**config.mk**
```make
export PLATFORM = sky130hd
export DESIGN_NAME = bspp_top
export DESIGN_NICKNAME = d
export VERILOG_FILES = /design/src/hw/bspp_fifo.v /design/src/hw/bspp_top.v
export VERILOG_INCLUDE_DIRS = /design/src /design/src/hw
export SDC_FILE = /design/constraint.sdc
export NUM_CORES = 1
export LEC_CHECK = 0
export BUFFER_PORTS_ARGS = -buffer_cell sky130_fd_sc_hd__buf_4
export CORE_UTILIZATION = 55
export DETAILED_ROUTE_END_ITERATION = 6
export HOLD_SLACK_MARGIN = 0.1
export PLACE_DENSITY_LB_ADDON = 0.1
export SYNTH_ARGS = -nofsm -noshare
export SYNTH_HDL_FRONTEND = slang
export SYNTH_SLANG_ARGS = --single-unit
```
**constraint.sdc**
```tcl
create_clock -name ref_clk -period 8.5 [get_ports ref_clk]
set_input_delay 0.85 -clock ref_clk [delete_from_list [all_inputs] [get_ports ref_clk]]
set_output_delay 0.85 -clock ref_clk [all_outputs]
set_load 0.02 [all_outputs]
```
**src/hw/bspp_defines.vh**
```
// constants for the buffered serial port pin block
// Notes on behaviour
// - receiver shifts bits on receive clock edges
// - receive clock driven when its direction bit set
// - receive pins become general-purpose when enabled
// - transmit shifts on transmit clock; bit 0 input
// - software reads transmit clock pin level
// - transmit pins become general-purpose when enabled
// - output-off low floats all transmit pins
// - receive frame-sync pulse starts each received word
// - transmit frame-sync pulse starts each sent word
// - reset returns transmit frame sync to input
`ifndef BSPP_DEFINES_VH
`define BSPP_DEFINES_VH
// ---------------------------------------------
// register byte offsets
// ---------------------------------------------
`define BSPP_ADDR_W        5
`define BSPP_ADDR_CTRL     5'h00
`define BSPP_ADDR_PCR      5'h04
`define BSPP_ADDR_TXDATA   5'h08
`define BSPP_ADDR_RXDATA   5'h0C
`define BSPP_ADDR_CLKDIV   5'h10
// ---------------------------------------------
// serial_port_control_reg fields
// ---------------------------------------------
`define BSPP_CTRL_RXEN     0
`define BSPP_CTRL_TXEN     1
`define BSPP_CTRL_TXCLKLVL 4
`define BSPP_CTRL_RXCLKLVL 5
`define BSPP_CTRL_TXBUSY   8
`define BSPP_CTRL_RXVALID  9
`define BSPP_CTRL_FIFOFULL 10
`define BSPP_CTRL_OVERRUN  11
// ---------------------------------------------
// pin_control_reg fields
// ---------------------------------------------
`define BSPP_PCR_RXCLKDIR  0
`define BSPP_PCR_TXCLKDIR  1
`define BSPP_PCR_TXFSDIR   3
`define BSPP_PCR_RXGPIO    4
`define BSPP_PCR_TXGPIO    5
`define BSPP_PCR_DIR_LSB   8
`define BSPP_PCR_OUT_LSB   16
`define BSPP_PCR_IN_LSB    24
// ---------------------------------------------
// sizes and reset values
// ---------------------------------------------
`define BSPP_WORD_W        16
`define BSPP_CNT_W         5
`define BSPP_WORD_BITS     5'h10
`define BSPP_FIFO_DEPTH    16
`define BSPP_FIFO_AW       4
`define BSPP_CLKDIV_RST    8'h04
`define BSPP_RESP_OKAY     2'h0
`define BSPP_RESP_SLVERR   2'h2
`endif

```
**src/hw/bspp_fifo.v**
```verilog
// synchronous first-in first-out buffer with valid/ready on both sides
`timescale 1ns/10ps
module bspp_fifo #(
  parameter WIDTH = 16,
  parameter DEPTH = 16,
  parameter AW    = 4
) (
  input  wire             ref_clk,
  input  wire             rst,
  input  wire [WIDTH-1:0] inData,
  input  wire             inValid,
  output wire             inReady,
  output wire [WIDTH-1:0] outData,
  output wire             outValid,
  input  wire             outReady
);
  reg [WIDTH-1:0] mem [0:DEPTH-1];
  reg [AW:0]      wrPtr;
  reg [AW:0]      rdPtr;
  wire            empty = (wrPtr == rdPtr);
  wire            full  = (wrPtr[AW] != rdPtr[AW]) && (wrPtr[AW-1:0] == rdPtr[AW-1:0]);

  assign inReady  = ~full;
  assign outValid = ~empty;
  assign outData  = mem[rdPtr[AW-1:0]];

  always @(posedge ref_clk) begin
    if (inValid && !full) begin
      mem[wrPtr[AW-1:0]] <= inData;
    end
  end

  always @(posedge ref_clk) begin
    if (rst) begin
      wrPtr <= {(AW+1){1'b0}};
      rdPtr <= {(AW+1){1'b0}};
    end else begin
      if (inValid && !full) begin
        wrPtr <= wrPtr + 1'b1;
      end
      if (outReady && !empty) begin
        rdPtr <= rdPtr + 1'b1;
      end
    end
  end
endmodule // bspp_fifo

```
**src/hw/bspp_top.v**
```verilog
// buffered serial port pins with register slave, shifters and transmit buffer
`timescale 1ns/10ps
`include "bspp_defines.vh"
module bspp_top (
  input  wire                    ref_clk,
  input  wire                    rst,
  input  wire [`BSPP_ADDR_W-1:0] s_axi_awaddr,
  input  wire                    s_axi_awvalid,
  output reg                     s_axi_awready,
  input  wire [31:0]             s_axi_wdata,
  input  wire [3:0]              s_axi_wstrb,
  input  wire                    s_axi_wvalid,
  output reg                     s_axi_wready,
  output reg  [1:0]              s_axi_bresp,
  output reg                     s_axi_bvalid,
  input  wire                    s_axi_bready,
  input  wire [`BSPP_ADDR_W-1:0] s_axi_araddr,
  input  wire                    s_axi_arvalid,
  output reg                     s_axi_arready,
  output reg  [31:0]             s_axi_rdata,
  output reg  [1:0]              s_axi_rresp,
  output reg                     s_axi_rvalid,
  input  wire                    s_axi_rready,
  input  wire                    rxShiftClockIn,
  output reg                     rxShiftClockOut,
  output reg                     rxShiftClockOe,
  input  wire                    rxSerialIn,
  input  wire                    rxFrameSyncIn,
  output reg                     rxFrameSyncOut,
  output reg                     rxFrameSyncOe,
  input  wire                    txShiftClockIn,
  output reg                     txShiftClockOut,
  output reg                     txShiftClockOe,
  input  wire                    txSerialOutIn,
  output reg                     txSerialOut,
  output reg                     txSerialOutOe,
  input  wire                    txFrameSyncIn,
  output reg                     txFrameSyncOut,
  output reg                     txFrameSyncOe,
  input  wire                    outputOffN
);
  localparam TX_IDLE  = 2'h0;
  localparam TX_SYNC  = 2'h1;
  localparam TX_SHIFT = 2'h2;
  localparam RX_IDLE  = 1'b0;
  localparam RX_SHIFT = 1'b1;

  // ---------------------------------------------
  // pin synchronisers
  // ---------------------------------------------
  // index: 0 rx clk, 1 rx data, 2 rx fs, 3 tx clk, 4 tx data, 5 tx fs, 6 output-off
  wire [6:0] pinRaw = {outputOffN, txFrameSyncIn, txSerialOutIn, txShiftClockIn,
                       rxFrameSyncIn, rxSerialIn, rxShiftClockIn};
  wire [6:0] pinSync;

  genvar gi;
  generate
    for (gi = 0; gi < 7; gi = gi + 1) begin : g_sync
      reg meta;
      reg sync;
      always @(posedge ref_clk) begin
        if (rst) begin
          meta <= 1'b0;
          sync <= 1'b0;
        end else begin
          meta <= pinRaw[gi];
          sync <= meta;
        end
      end
      assign pinSync[gi] = sync;
    end
  endgenerate

  wire offSync = pinSync[6];

  // ---------------------------------------------
  // control state
  // ---------------------------------------------
  reg        rxEnable;
  reg        txEnable;
  reg        rxClkDir;
  reg        txClkDir;
  reg        txFsDir;
  reg        rxGpio;
  reg        txGpio;
  reg [5:0]  gpioDir;
  reg [5:0]  gpioOut;
  reg [7:0]  clkDiv;
  reg [`BSPP_WORD_W-1:0] rxWord;
  reg        rxValid;
  reg        overrun;

  wire       rxActive = rxEnable & ~rxGpio;
  wire       txActive = txEnable & ~txGpio;

  // ---------------------------------------------
  // internal shift clock divider
  // ---------------------------------------------
  reg [7:0] divCnt;
  reg       genClk;

  always @(posedge ref_clk) begin
    if (rst) begin
      divCnt <= 8'h00;
      genClk <= 1'b0;
    end else if (divCnt >= clkDiv) begin
      divCnt <= 8'h00;
      genClk <= ~genClk;
    end else begin
      divCnt <= divCnt + 8'h01;
    end
  end

  // ---------------------------------------------
  // shift clock edge detection
  // ---------------------------------------------
  wire rxClkLvl = rxClkDir ? genClk : pinSync[0];
  wire txClkLvl = txClkDir ? genClk : pinSync[3];
  reg  rxClkPrev;
  reg  txClkPrev;

  always @(posedge ref_clk) begin
    if (rst) begin
      rxClkPrev <= 1'b0;
      txClkPrev <= 1'b0;
    end else begin
      rxClkPrev <= rxClkLvl;
      txClkPrev <= txClkLvl;
    end
  end

  wire rxRise = rxClkLvl & ~rxClkPrev;
  wire txRise = txClkLvl & ~txClkPrev;
  wire txFall = ~txClkLvl & txClkPrev;

  // ---------------------------------------------
  // transmit buffer
  // ---------------------------------------------
  wire [`BSPP_WORD_W-1:0] fifoOutData;
  wire                    fifoOutValid;
  wire                    fifoInReady;
  reg                     fifoPop;
  wire                    fifoPush;
  wire [`BSPP_WORD_W-1:0] fifoInData;

  bspp_fifo #(
    .WIDTH (`BSPP_WORD_W),
    .DEPTH (`BSPP_FIFO_DEPTH),
    .AW    (`BSPP_FIFO_AW)
  ) u_txFifo (
    .ref_clk  (ref_clk),
    .rst      (rst),
    .inData   (fifoInData),
    .inValid  (fifoPush),
    .inReady  (fifoInReady),
    .outData  (fifoOutData),
    .outValid (fifoOutValid),
    .outReady (fifoPop)
  );

  // ---------------------------------------------
  // transmitter
  // ---------------------------------------------
  reg [1:0]              txState;
  reg [`BSPP_WORD_W-1:0] txShift;
  reg [`BSPP_CNT_W-1:0]  txCnt;
  reg                    txBit;
  reg                    txFsGen;

  // frame sync generated on a falling edge when driven, caught on a rising edge otherwise
  wire txStartOut = txFsDir & txFall;
  wire txStartIn  = ~txFsDir & txRise & pinSync[5];

  always @* begin
    fifoPop = (txState == TX_IDLE) & txActive & fifoOutValid & (txStartOut | txStartIn);
  end

  always @(posedge ref_clk) begin
    if (rst) begin
      txState <= TX_IDLE;
      txShift <= {`BSPP_WORD_W{1'b0}};
      txCnt   <= {`BSPP_CNT_W{1'b0}};
      txBit   <= 1'b0;
      txFsGen <= 1'b0;
    end else begin
      case (txState)
        TX_IDLE: begin
          if (fifoPop) begin
            txShift <= fifoOutData;
            txFsGen <= txFsDir;
            txState <= TX_SYNC;
          end
        end
        TX_SYNC: begin
          if (txFall) begin
            txFsGen <= 1'b0;
            txBit   <= txShift[`BSPP_WORD_W-1];
            txShift <= {txShift[`BSPP_WORD_W-2:0], 1'b0};
            txCnt   <= 5'h01;
            txState <= TX_SHIFT;
          end
        end
        TX_SHIFT: begin
          if (txFall) begin
            if (txCnt == `BSPP_WORD_BITS) begin
              txBit   <= 1'b0;
              txState <= TX_IDLE;
            end else begin
              txBit   <= txShift[`BSPP_WORD_W-1];
              txShift <= {txShift[`BSPP_WORD_W-2:0], 1'b0};
              txCnt   <= txCnt + 5'h01;
            end
          end
        end
        default: begin
          txState <= TX_IDLE;
        end
      endcase
    end
  end

  // ---------------------------------------------
  // receiver
  // ---------------------------------------------
  reg                    rxState;
  reg [`BSPP_WORD_W-1:0] rxShift;
  reg [`BSPP_CNT_W-1:0]  rxCnt;
  reg                    rxDone;

  always @(posedge ref_clk) begin
    if (rst) begin
      rxState <= RX_IDLE;
      rxShift <= {`BSPP_WORD_W{1'b0}};
      rxCnt   <= {`BSPP_CNT_W{1'b0}};
      rxDone  <= 1'b0;
    end else begin
      rxDone <= 1'b0;
      case (rxState)
        RX_IDLE: begin
          if (rxActive && rxRise && pinSync[2]) begin
            rxCnt   <= 5'h00;
            rxState <= RX_SHIFT;
          end
        end
        RX_SHIFT: begin
          if (rxRise) begin
            rxShift <= {rxShift[`BSPP_WORD_W-2:0], pinSync[1]};
            rxCnt   <= rxCnt + 5'h01;
            if (rxCnt == `BSPP_WORD_BITS - 5'h01) begin
              rxDone  <= 1'b1;
              rxState <= RX_IDLE;
            end
          end
        end
        default: begin
          rxState <= RX_IDLE;
        end
      endcase
    end
  end

  // ---------------------------------------------
  // register read mux
  // ---------------------------------------------
  function [31:0] regRead;
    input [`BSPP_ADDR_W-1:0] addr;
    reg   [31:0]             v;
    begin
      v = 32'h0000_0000;
      case (addr)
        `BSPP_ADDR_CTRL: begin
          v[`BSPP_CTRL_RXEN]     = rxEnable;
          v[`BSPP_CTRL_TXEN]     = txEnable;
          v[`BSPP_CTRL_TXCLKLVL] = pinSync[3];
          v[`BSPP_CTRL_RXCLKLVL] = pinSync[0];
          v[`BSPP_CTRL_TXBUSY]   = (txState != TX_IDLE);
          v[`BSPP_CTRL_RXVALID]  = rxValid;
          v[`BSPP_CTRL_FIFOFULL] = ~fifoInReady;
          v[`BSPP_CTRL_OVERRUN]  = overrun;
        end
        `BSPP_ADDR_PCR: begin
          v[`BSPP_PCR_RXCLKDIR] = rxClkDir;
          v[`BSPP_PCR_TXCLKDIR] = txClkDir;
          v[`BSPP_PCR_TXFSDIR]  = txFsDir;
          v[`BSPP_PCR_RXGPIO]   = rxGpio;
          v[`BSPP_PCR_TXGPIO]   = txGpio;
          v[`BSPP_PCR_DIR_LSB +: 6] = gpioDir;
          v[`BSPP_PCR_OUT_LSB +: 6] = gpioOut;
          v[`BSPP_PCR_IN_LSB +: 6]  = pinSync[5:0];
        end
        `BSPP_ADDR_RXDATA: v[`BSPP_WORD_W-1:0] = rxWord;
        `BSPP_ADDR_CLKDIV: v[7:0] = clkDiv;
        default: v = 32'h0000_0000;
      endcase
      regRead = v;
    end
  endfunction

  function mapped;
    input [`BSPP_ADDR_W-1:0] addr;
    begin
      mapped = (addr == `BSPP_ADDR_CTRL) || (addr == `BSPP_ADDR_PCR) ||
               (addr == `BSPP_ADDR_TXDATA) || (addr == `BSPP_ADDR_RXDATA) ||
               (addr == `BSPP_ADDR_CLKDIV);
    end
  endfunction

  // ---------------------------------------------
  // register bus slave
  // ---------------------------------------------
  reg [`BSPP_ADDR_W-1:0] awAddr;
  reg                    awHeld;
  reg [31:0]             wData;
  reg [3:0]              wStrb;
  reg                    wHeld;

  wire [31:0] strbMask = {{8{wStrb[3]}}, {8{wStrb[2]}}, {8{wStrb[1]}}, {8{wStrb[0]}}};
  wire [31:0] wMerged  = (regRead(awAddr) & ~strbMask) | (wData & strbMask);
  wire        isTx     = (awAddr == `BSPP_ADDR_TXDATA);
  // a full buffer holds the write response back rather than dropping the word
  wire        doWrite  = awHeld & wHeld & ~s_axi_bvalid & ~(isTx & ~fifoInReady);
  wire        rdTake   = s_axi_arvalid & s_axi_arready;
  wire        rxRead   = rdTake & ({s_axi_araddr[`BSPP_ADDR_W-1:2], 2'h0} == `BSPP_ADDR_RXDATA);

  assign fifoPush   = doWrite & isTx;
  assign fifoInData = wMerged[`BSPP_WORD_W-1:0];

  always @(posedge ref_clk) begin
    if (rst) begin
      s_axi_awready <= 1'b1;
      s_axi_wready  <= 1'b1;
      s_axi_bvalid  <= 1'b0;
      s_axi_bresp   <= `BSPP_RESP_OKAY;
      awAddr        <= {`BSPP_ADDR_W{1'b0}};
      awHeld        <= 1'b0;
      wData         <= 32'h0000_0000;
      wStrb         <= 4'h0;
      wHeld         <= 1'b0;
    end else begin
      if (s_axi_awvalid && s_axi_awready) begin
        awAddr        <= {s_axi_awaddr[`BSPP_ADDR_W-1:2], 2'h0};
        awHeld        <= 1'b1;
        s_axi_awready <= 1'b0;
      end
      if (s_axi_wvalid && s_axi_wready) begin
        wData        <= s_axi_wdata;
        wStrb        <= s_axi_wstrb;
        wHeld        <= 1'b1;
        s_axi_wready <= 1'b0;
      end
      if (doWrite) begin
        awHeld       <= 1'b0;
        wHeld        <= 1'b0;
        s_axi_bvalid <= 1'b1;
        s_axi_bresp  <= mapped(awAddr) ? `BSPP_RESP_OKAY : `BSPP_RESP_SLVERR;
      end
      if (s_axi_bvalid && s_axi_bready) begin
        s_axi_bvalid  <= 1'b0;
        s_axi_awready <= 1'b1;
        s_axi_wready  <= 1'b1;
      end
    end
  end

  always @(posedge ref_clk) begin
    if (rst) begin
      s_axi_arready <= 1'b1;
      s_axi_rvalid  <= 1'b0;
      s_axi_rdata   <= 32'h0000_0000;
      s_axi_rresp   <= `BSPP_RESP_OKAY;
    end else begin
      if (rdTake) begin
        s_axi_arready <= 1'b0;
        s_axi_rvalid  <= 1'b1;
        s_axi_rdata   <= regRead({s_axi_araddr[`BSPP_ADDR_W-1:2], 2'h0});
        s_axi_rresp   <= mapped({s_axi_araddr[`BSPP_ADDR_W-1:2], 2'h0}) ?
                         `BSPP_RESP_OKAY : `BSPP_RESP_SLVERR;
      end
      if (s_axi_rvalid && s_axi_rready) begin
        s_axi_rvalid  <= 1'b0;
        s_axi_arready <= 1'b1;
      end
    end
  end

  // ---------------------------------------------
  // register file
  // ---------------------------------------------
  wire wrCtrl = doWrite & (awAddr == `BSPP_ADDR_CTRL);
  wire wrPcr  = doWrite & (awAddr == `BSPP_ADDR_PCR);
  wire wrDiv  = doWrite & (awAddr == `BSPP_ADDR_CLKDIV);

  always @(posedge ref_clk) begin
    if (rst) begin
      rxEnable <= 1'b0;
      txEnable <= 1'b0;
      rxClkDir <= 1'b0;
      txClkDir <= 1'b0;
      txFsDir  <= 1'b0;
      rxGpio   <= 1'b0;
      txGpio   <= 1'b0;
      gpioDir  <= 6'h00;
      gpioOut  <= 6'h00;
      clkDiv   <= `BSPP_CLKDIV_RST;
      rxWord   <= {`BSPP_WORD_W{1'b0}};
      rxValid  <= 1'b0;
      overrun  <= 1'b0;
    end else begin
      if (wrCtrl) begin
        rxEnable <= wMerged[`BSPP_CTRL_RXEN];
        txEnable <= wMerged[`BSPP_CTRL_TXEN];
      end
      if (wrPcr) begin
        rxClkDir <= wMerged[`BSPP_PCR_RXCLKDIR];
        txClkDir <= wMerged[`BSPP_PCR_TXCLKDIR];
        txFsDir  <= wMerged[`BSPP_PCR_TXFSDIR];
        rxGpio   <= wMerged[`BSPP_PCR_RXGPIO];
        txGpio   <= wMerged[`BSPP_PCR_TXGPIO];
        gpioDir  <= wMerged[`BSPP_PCR_DIR_LSB +: 6];
        gpioOut  <= wMerged[`BSPP_PCR_OUT_LSB +: 6];
      end
      if (wrDiv) begin
        clkDiv <= wMerged[7:0];
      end
      // new word beats the read that clears the flag
      if (rxDone) begin
        rxWord  <= rxShift;
        rxValid <= 1'b1;
      end else if (rxRead) begin
        rxValid <= 1'b0;
      end
      if (rxDone && rxValid && !rxRead) begin
        overrun <= 1'b1;
      end else if (wrCtrl && wData[`BSPP_CTRL_OVERRUN] && wStrb[1]) begin
        overrun <= 1'b0;
      end
    end
  end

  // ---------------------------------------------
  // pin drivers
  // ---------------------------------------------
  always @(posedge ref_clk) begin
    if (rst) begin
      rxShiftClockOut <= 1'b0;
      rxShiftClockOe  <= 1'b0;
      rxFrameSyncOut  <= 1'b0;
      rxFrameSyncOe   <= 1'b0;
      txShiftClockOut <= 1'b0;
      txShiftClockOe  <= 1'b0;
      txSerialOut     <= 1'b0;
      txSerialOutOe   <= 1'b0;
      txFrameSyncOut  <= 1'b0;
      txFrameSyncOe   <= 1'b0;
    end else begin
      rxShiftClockOe  <= rxGpio ? gpioDir[0] : rxClkDir;
      rxShiftClockOut <= rxGpio ? gpioOut[0] : genClk;
      rxFrameSyncOe   <= rxGpio & gpioDir[2];
      rxFrameSyncOut  <= gpioOut[2];
      txShiftClockOe  <= offSync & (txGpio ? gpioDir[3] : txClkDir);
      txShiftClockOut <= txGpio ? gpioOut[3] : genClk;
      txSerialOutOe   <= offSync & (txGpio ? gpioDir[4] : 1'b1);
      txSerialOut     <= txGpio ? gpioOut[4] : txBit;
      txFrameSyncOe   <= offSync & (txGpio ? gpioDir[5] : txFsDir);
      txFrameSyncOut  <= txGpio ? gpioOut[5] : txFsGen;
    end
  end
endmodule // bspp_top

```
==> results of run 1 <==
-- sequential cells by signal (all words and copies together), names as in the netlist, 5 cells and up, named ones only --
register	count
u_txFifo.wrPtr	5
g_sync.sync	7
u_txFifo.rdPtr	5
txShift	16
u_txFifo.mem	256
g_sync.meta	7
gpioOut	6
clkDiv	8
txCnt	5
rxShift	16
wData	22
s_axi_rdata	28
gpioDir	6
divCnt	8
rxCnt	5
rxWord	16
-- critical path, cell delays in order, from the launching register on --
cell	delay (ns)
dfxtp_1	0.35
inv_1	0.09
ha_1	0.60
nor2b_1	1.05
o21ai_0	0.23
a311oi_1	0.37
a221oi_1	0.15
a221oi_1	0.36
-- metrics by stage --
stage / hold WS (ns) / power [mW]
floorplan: 0.4138 / 2.561
global placement: 0.4179 / 2.630
detailed placement: 0.4217 / 2.634
CTS: 0.4375 / 4.495
global route: 0.4532 / 4.613
finish: 0.4345 / 4.466
-- cell usage in the layout (no fill, tap or decap), drive strengths merged, types with 49 or more instances in the layout --
master	instances
nand2	128
a21oi	75
nor2	127
dfxtp	207
mux4	49
buf	109
clkbuf	60
mux2i	62
edfxtp	256
mux2	58
-- cell usage after synthesis (5+ instances only) --
| library cell | instances |
|---|---|
| a221oi_1 | 22 |
| ha_1 | 22 |
| nand2_1 | 127 |
| a21oi_1 | 75 |
| nand3b_1 | 5 |
| xnor2_1 | 8 |
| buf_1 | 10 |
| and3_1 | 21 |
| a22oi_1 | 27 |
| and2_1 | 8 |
| a211oi_1 | 17 |
| mux4_2 | 49 |
| nor3_1 | 20 |
| nor2_1 | 127 |
| xor2_1 | 12 |
| mux2i_1 | 61 |
| edfxtp_1 | 256 |
| o31ai_1 | 7 |
| a221oi_2 | 12 |
| o21ai_0 | 22 |
| inv_1 | 34 |
| clkbuf_1 | 63 |
| dfxtp_1 | 207 |
| o22ai_1 | 17 |
| mux2_2 | 57 |
| nor2b_1 | 37 |
| nand3_1 | 27 |
| buf_2 | 12 |
| nor3b_1 | 5 |
| a2bb2oi_1 | 5 |
| buf_4 | 9 |
| nand2b_1 | 6 |
-- worst min path at each step --
stage,startpoint,end,depth (start not counted)
global placement,g_sync[1].meta,g_sync[1].sync,1
floorplan,g_sync[0].meta,g_sync[0].sync,1
detailed placement,g_sync[3].meta,g_sync[3].sync,1
finish,g_sync[1].meta,g_sync[1].sync,1
global route,g_sync[1].meta,g_sync[1].sync,1
CTS,g_sync[1].meta,g_sync[1].sync,1
-- layout make-up --
cell class	instances	area, um^2
Timing Repair Buffer	109	822.0
Clock buffer	60	1245
Inverter	34	127.6
Clock inverter	22	132.6
Multi-Input combinational cell	861	6513
Tap cell	448	560.5
Sequential cell	463	11840
Fill cell	2637	12380
-- per-layer routing --
metal / up-vias / wire length [um] / track usage
met5: - / 0 / 0
met4: 0 / 1228 / 0.08386
met3: 86 / 2381 / 0.03208
met2: 386 / 20820 / 0.4176
met1: 5872 / 18760 / 0.3511
li1: 5495 / - / -
-- power by group through the flow --
stage / sequential, mW / combinational (mW) / clock (mW)
after detailed placement: 2.45 / 0.187 / 0
after floorplan: 2.44 / 0.119 / 0
after global routing: 2.40 / 0.205 / 2.01
final: 2.40 / 0.188 / 1.88
after CTS: 2.40 / 0.188 / 1.91
after global placement: 2.45 / 0.184 / 0
-- cell families (layout without fill, tap and decap cells) --
kind of cell    count (synthesis)  count (layout)  synth area share
other cells                     1               6         0.0001991
xor+xnor                       20              20          0.009302
compound gates                243             243           0.09322
simple gates                  401             401           0.09940
mux                           169             169            0.1266
buf+inv                       129             225           0.02837
flops                         463             463            0.6283
fa+ha+maj                      22              22           0.01462
==> metrics.txt, run 1 <==
status=finished, final reports clean; Worst Path Max Fanout=19; Comb power frac=0.042; post-synthesis instance total=1448; CTS tree=yes; initial antenna violation count=0; Fin Setup TNS=0 ns; Hold Crit Class=flop to flop; cts hold-fix bufs=0; Reg2Reg Depth=7; worst-case clock skew=0.01917 ns; Synth top area share=0.4082; num ports=111; Synth Cell Area=0.01883 mm^2; Initial Utilization=0.5602; post-route ant nets=0; Max Clk Rate=0.3019 GHz; ys async rst share=0; final setup vio count=0; Site Rows=67; Nets=1598; share of cells above drive strength 1=0.1988; routed vias=11839; critical path type=flop to flop; largest net degree at the start of global routing=87; CTS clk-pin slew, worst paths=0.06 ns; clock power share=0.421; n_diodes=0; sequential share of the synthesized area=0.6283; Post-CTS Repair Setup Buffers=0; Clock H-tree levels=2; Ys Warns=0; clk root buf=clkbuf_16; setup ws final=5.187 ns; ranking of synthesized cells by area=edfxtp_1 (41%), dfxtp_1 (22%), mux4_2 (5.9%); CTS Buf Count=47; slew margin rel.=0.07744; top_reg_cell synth=edfxtp_1; number of global-route vias before repair=12091; TritonRoute pass-1 iters=5; Max VDD drop=0.0001624 V; final cell count without fillers=1997; Sw Ratio=0.2167; GRT Util Overall=0.2538; Max Slew Vio Count=0; DR DRC count=0; Tmin final=3.313 ns; #FFs+latches synth=463; detailed-route wire length=43180 um; reg2reg end=txShift[15]; R2R Setup Slk=5.19 ns; Die Area=0.03498 mm^2; GPL Wtd Cong=0.8368; Port Buffers=89; WL/cell=21.62 um; clk sinks=463; PwrDens=210.3 mW/mm^2; internal power=3.499 mW; Synth area leader=edfxtp_1; WP data required=8.93 ns; Worst setup startpoint=txState[0]; DR vias/cell=5.928; chip width=187.0 um; unrepaired setup endpoints after global routing=false; final core occ=0.6317; clock tree buffer depth=3; gr ovfl total=0; syn avg cell area=13.01 um^2; crit start category=flop; first-pass GRT wire length=69090 um; Core Region=0.03362 mm^2; Starting DRT DRC Count=901; post_cts resized=0; Max-cap violations=0; Worst setup EP type=flop; crit path to=txShift[15]; HPWL after DPL=27860 um; Sw Pwr=0.9677 mW; Chip Height=187.0 um; Seq pwr share=0.537; Worst EP arrival=3.74 ns; Area growth, synth to finish=12.77%; Least-Margin Pin Slew=1.384 ns; Post-synth EDFFs=256; dpl cells=1915; dpl ws=5.241 ns; Finished Cell Area=0.02124 mm^2; final hold vios=0; Distinct cells, synth=65; P_leak=7.265 nW; final period utilization=0.3897; Area after DPL=0.01986 mm^2; reg-to-reg startpoint=txState[0]; worst skew pair latency=0.54 ns
No activity file was read; power rests on OpenSTA's default activity.
==> inputs of run 2 (changes only) <==
clock period = 3 ns   (was 8.5 ns; I/O delays follow)
==> run 2 against run 1 <==
Power rose to 3.0 times the previous value. Critical path depth fell by 2. Combinational power rose to 3.2 times the previous value. Non-clock buffer count rose by 67. Register-to-register slack got worse by 4.8 ns. Via count rose by 1.9%. Clock power rose to 3.2 times the previous value. Worst setup slack got worse by 4.8 ns. Worst hold slack got worse by 0.27 ns. Flip-flop and latch count did not move. Die area did not move.
==> metrics.txt, run 2 (synthesis results as in run 1) <==
met2 WL post-DR=21530 um (+3.4%); CTS tree=yes; Least-Margin Pin Slew=1.099 ns (-0.2852 ns); Port Buffers=89 (unchanged); Core Region=0.03362 mm^2 (unchanged); max reg flops=256 (unchanged); Die Area=0.03498 mm^2 (unchanged); top layer in use=met4; num ports=111 (unchanged); initial antenna violation count=0 (unchanged); Site Rows=67 (unchanged); Hold Crit Class=input port to flop; Max-cap violations=0 (unchanged); Nets=1665 (+4.2%); number of global-route vias before repair=12027 (-0.53%); Max Clk Rate=0.3838 GHz (+27%); R2R Setup Slk=0.39 ns (-4.79 ns); Worst EP arrival=3.04 ns (-0.70 ns); Clock H-tree levels=2 (unchanged); clk root buf=clkbuf_16; critical path type=flop to flop; unrepaired setup endpoints after global routing=false; clock tree buffer depth=3 (unchanged); routed length on met3=2088 um (-12%); detailed-route wire length=44090 um (+2.1%); Starting DRT DRC Count=978 (+8.5%); final core occ=0.6581 (+0.02631); final hold vios=0 (unchanged); routed vias=12065 (+1.9%); CTS clk-pin slew, worst paths=0.06 ns (about the same); gr ovfl total=0 (unchanged); clk sinks=463 (unchanged); Max Slew Vio Count=0 (unchanged); P_leak=7.709 nW (+6.1%); WP data required=3.44 ns (-5.49 ns); n_diodes=0 (unchanged); GPL Wtd Cong=0.8441 (+0.87%); Worst Path Max Fanout=15 (-4); Area after DPL=0.02010 mm^2 (+1.2%); post_cts resized=0 (unchanged); Pwr Total=13.36 mW (+200%); worst skew pair latency=0.56 ns (+0.02 ns); post-route ant nets=0 (unchanged); crit start category=flop; Max VDD drop=0.0005853 V (+260%); chip width=187.0 um (unchanged); Fin Setup TNS=0 ns (unchanged); first-pass GRT wire length=68610 um (-0.70%); TritonRoute pass-1 iters=5 (unchanged); Tmin final=2.605 ns (-0.7073 ns); PwrDens=604.0 mW/mm^2 (+190%); Initial Utilization=0.5602 (unchanged); Area growth, synth to finish=17.47%; dpl ws=0.4415 ns (-4.799 ns); Chip Height=187.0 um (unchanged); WL/cell=21.32 um (-1.4%); most frequent cells in the layout=edfxtp_1 (256), dfxtp_1 (205), buf_4 (129), nand2_1 (127), nor2_1 (127); DR vias/cell=5.834 (-1.6%); HPWL after DPL=28410 um (+2.0%); worst-case clock skew=0.02197 ns (+0.002799 ns); final setup vio count=0 (unchanged); Finished Cell Area=0.02212 mm^2 (+4.2%); DR DRC count=0 (unchanged); commonest non-fill, non-tap cell in the layout=edfxtp_1; final period utilization=0.8684 (+0.4787); met1 wire length=19350 um (+3.2%); GRT Util Overall=0.2538 (about the same); status=finished, final reports clean; slew margin rel.=0.2666 (+0.1891); CTS Buf Count=47 (unchanged); share of cells above drive strength 1=0.2136 (+0.01474); largest net degree at the start of global routing=181 (+110%); setup ws final=0.3947 ns (-4.793 ns); Worst setup EP type=flop
-- run 2: final timing paths --
check                       start        endpoint  cells after the start
setup / recovery         txClkDir     txShift[11]                      5
hold / removal    s_axi_araddr[4]  s_axi_rresp[1]                      3
setup reg to reg         txClkDir     txShift[11]                      5
hold reg to reg    g_sync[1].meta  g_sync[1].sync                      1
-- run 2: cell type report --
cell class	count	area, um^2
sequential	463	11840
clock buffer	68	1419
tap	448	560.5
fill	2553	11490
multi-input combinational	861	6513
inverter	34	127.6
clock inverter	18	185.2
timing repair buffer	176	1480
-- run 2: what timing repair did --
item,in CTS,in global routing
hold buffers,42,0
buffers inserted,0,0
setup endpoints to repair,0,0
hold endpoints to repair,41,0
-- run 2: layer usage --
layer | up-vias | GRT usage
met5 | - | 0
met4 | 0 | 0.07787
met3 | 79 | 0.03077
met2 | 377 | 0.4228
met1 | 5967 | 0.3498
li1 | 5642 | -
-- run 2: power breakdown --
group | internal (mW) | total, mW | switching, mW
sequential | 6.73 | 6.79 | 0.0525
clock | 3.62 | 5.97 | 2.35
combinational | 0.226 | 0.607 | 0.381
total | 10.6 | 13.4 | 2.79
-- run 2: worst max-delay path, cell delays in order, from the launching register on --
cell and delay [ns]:
dfxtp_1 0.44, mux2i_2 0.46, mux2_4 0.36, a2111oi_4 0.47, nand2_2 0.39, a221oi_1 0.37
-- run 2: metrics by stage --
step	std cells	hold WS [ns]
2_1_floorplan	1453	0.4004
5_1_grt	2068	0.1869
3_5_place_dp	1940	0.4310
4_1_cts	2068	0.1455
6_report	2068	0.1673
3_3_place_gp	1940	0.4211
==> inputs of run 3 (changes only) <==
MAX_ROUTING_LAYER = met4   (was not set)
==> run 3 against run 2 <==
Fmax grew 0.29%. Critical endpoint unchanged. Routed wire length is essentially flat. Utilization is the same. Critical path depth is the same. Design area is the same. Power is essentially flat. Flip-flop and latch count is the same. Clock-buffer cell count is the same.
==> metrics.txt, run 3 (synthesis results as in run 1) <==
post-route ant nets=0 (unchanged); Max Clk Rate=0.3849 GHz (+0.29%); clk root buf=clkbuf_16; Port Buffers=89 (unchanged); HPWL after DPL=28410 um (unchanged); clock tree buffer depth=3 (unchanged); Area growth, synth to finish=17.47% (unchanged); Initial Utilization=0.5602 (unchanged); Max VDD drop=0.0005854 V (about the same); final hold vios=0 (unchanged); initial antenna violation count=0 (unchanged); most frequent cells in the layout=edfxtp_1 (256), dfxtp_1 (205), buf_4 (129), nand2_1 (127), nor2_1 (127); n_diodes=0 (unchanged); Fin Setup TNS=0 ns (unchanged); critical path type=flop to flop; worst skew pair latency=0.55 ns (about the same); CTS Buf Count=47 (unchanged); commonest non-fill, non-tap cell in the layout=edfxtp_1; TritonRoute pass-1 iters=5 (unchanged); Chip Height=187.0 um (unchanged); Tmin final=2.598 ns (-0.007482 ns); gr ovfl total=0 (unchanged); Pwr Total=13.36 mW (about the same); P_leak=7.709 nW (unchanged); chip width=187.0 um (unchanged); final period utilization=0.8660 (-0.002494); DR DRC count=0 (unchanged); status=finished, final reports clean; Max Slew Vio Count=0 (unchanged); clk sinks=463 (unchanged); final setup vio count=0 (unchanged); Site Rows=67 (unchanged); GPL Wtd Cong=0.8573 (+1.6%); Worst EP arrival=3.04 ns (about the same); share of cells above drive strength 1=0.2136 (unchanged); routed vias=12031 (-0.28%); Least-Margin Pin Slew=1.096 ns (-0.002700 ns); crit start category=flop; WL/cell=21.33 um (about the same); Nets=1665 (unchanged); unrepaired setup endpoints after global routing=false; CTS clk-pin slew, worst paths=0.06 ns (about the same); worst-case clock skew=0.01963 ns (-0.002340 ns); CTS tree=yes; GRT Util Overall=0.2615 (+0.007750); first-pass GRT wire length=68610 um (unchanged); Die Area=0.03498 mm^2 (unchanged); WP data required=3.44 ns (about the same); Worst Path Max Fanout=15 (unchanged); detailed-route wire length=44110 um (about the same); number of global-route vias before repair=12032 (+0.042%); Clock H-tree levels=2 (unchanged); Worst setup EP type=flop; Core Region=0.03362 mm^2 (unchanged); slew margin rel.=0.2684 (+0.001802); Max-cap violations=0 (unchanged); num ports=111 (unchanged); R2R Setup Slk=0.40 ns (about the same); largest net degree at the start of global routing=181 (unchanged); DR vias/cell=5.818 (-0.28%); PwrDens=604.0 mW/mm^2 (about the same); Hold Crit Class=input port to flop; max reg flops=256 (unchanged); Starting DRT DRC Count=964 (-1.4%)
run 3: cell counts in the layout (fill, tap and decap cells not counted):
Identical to the previous run, type by type.
run 3: area by class of cell:
| type | instances | area, um^2 |
|---|---|---|
| Timing Repair Buffer | 176 | 1480 |
| Fill cell | 2553 | 11490 |
| Clock buffer | 68 | 1419 |
| Clock inverter | 18 | 185.2 |
| Sequential cell | 463 | 11840 |
| Multi-Input combinational cell | 861 | 6513 |
| Inverter | 34 | 127.6 |
| Tap cell | 448 | 560.5 |
run 3: path summary, 6_finish.rpt:
kind | start | end | depth (start not counted)
max | txClkDir | txShift[11] | 5
min | s_axi_araddr[4] | s_axi_rresp[1] | 3
max reg2reg | txClkDir | txShift[11] | 5
min reg2reg | g_sync[1].meta | g_sync[1].sync | 1
run 3: worst max-delay path, stage by stage (launching register included):
cell and delay [ns]:
dfxtp_1 0.44, mux2i_2 0.46, mux2_4 0.36, a2111oi_4 0.48, nand2_2 0.38, a221oi_1 0.37
run 3: metrics by stage:
| stage | hold WS, ns | cells | utilization | cell area, um^2 | setup slack, ns |
|---|---|---|---|---|---|
| 5_1_grt | 0.1868 | 2068 | 0.6581 | 22120 | 0.2157 |
| 2_1_floorplan | 0.4004 | 1453 | - | 18850 | 0.3323 |
| 4_1_cts | 0.1455 | 2068 | 0.6581 | 22120 | 0.4211 |
| 3_3_place_gp | 0.4211 | 1940 | 0.5978 | 20100 | 0.5010 |
| 3_5_place_dp | 0.4310 | 1940 | 0.5978 | 20100 | 0.4415 |
| 6_report | 0.1694 | 2068 | 0.6581 | 22120 | 0.4021 |
run 3: power breakdown:
part           switching [mW]  leakage [nW]  internal, mW  total (mW)
Clock                    2.35         0.799          3.62        5.97
Sequential             0.0525          3.97          6.73        6.79
Combinational           0.381          2.94         0.226       0.606
Total                    2.79          7.71          10.6        13.4
run 3: layer usage:
layer / GRT usage / part of all wire
met1: 0.3490 / 0.44
met2: 0.4237 / 0.49
met3: 0.03002 / 0.044
met4: 0.07787 / 0.023
met5: - / 0
run 3: repair_timing:
action / CTS / global route
gates resized for setup: 0 / 0
hold endpoints to repair: 41 / 0
setup buffers: 0 / 0
hold buffers: 42 / 0
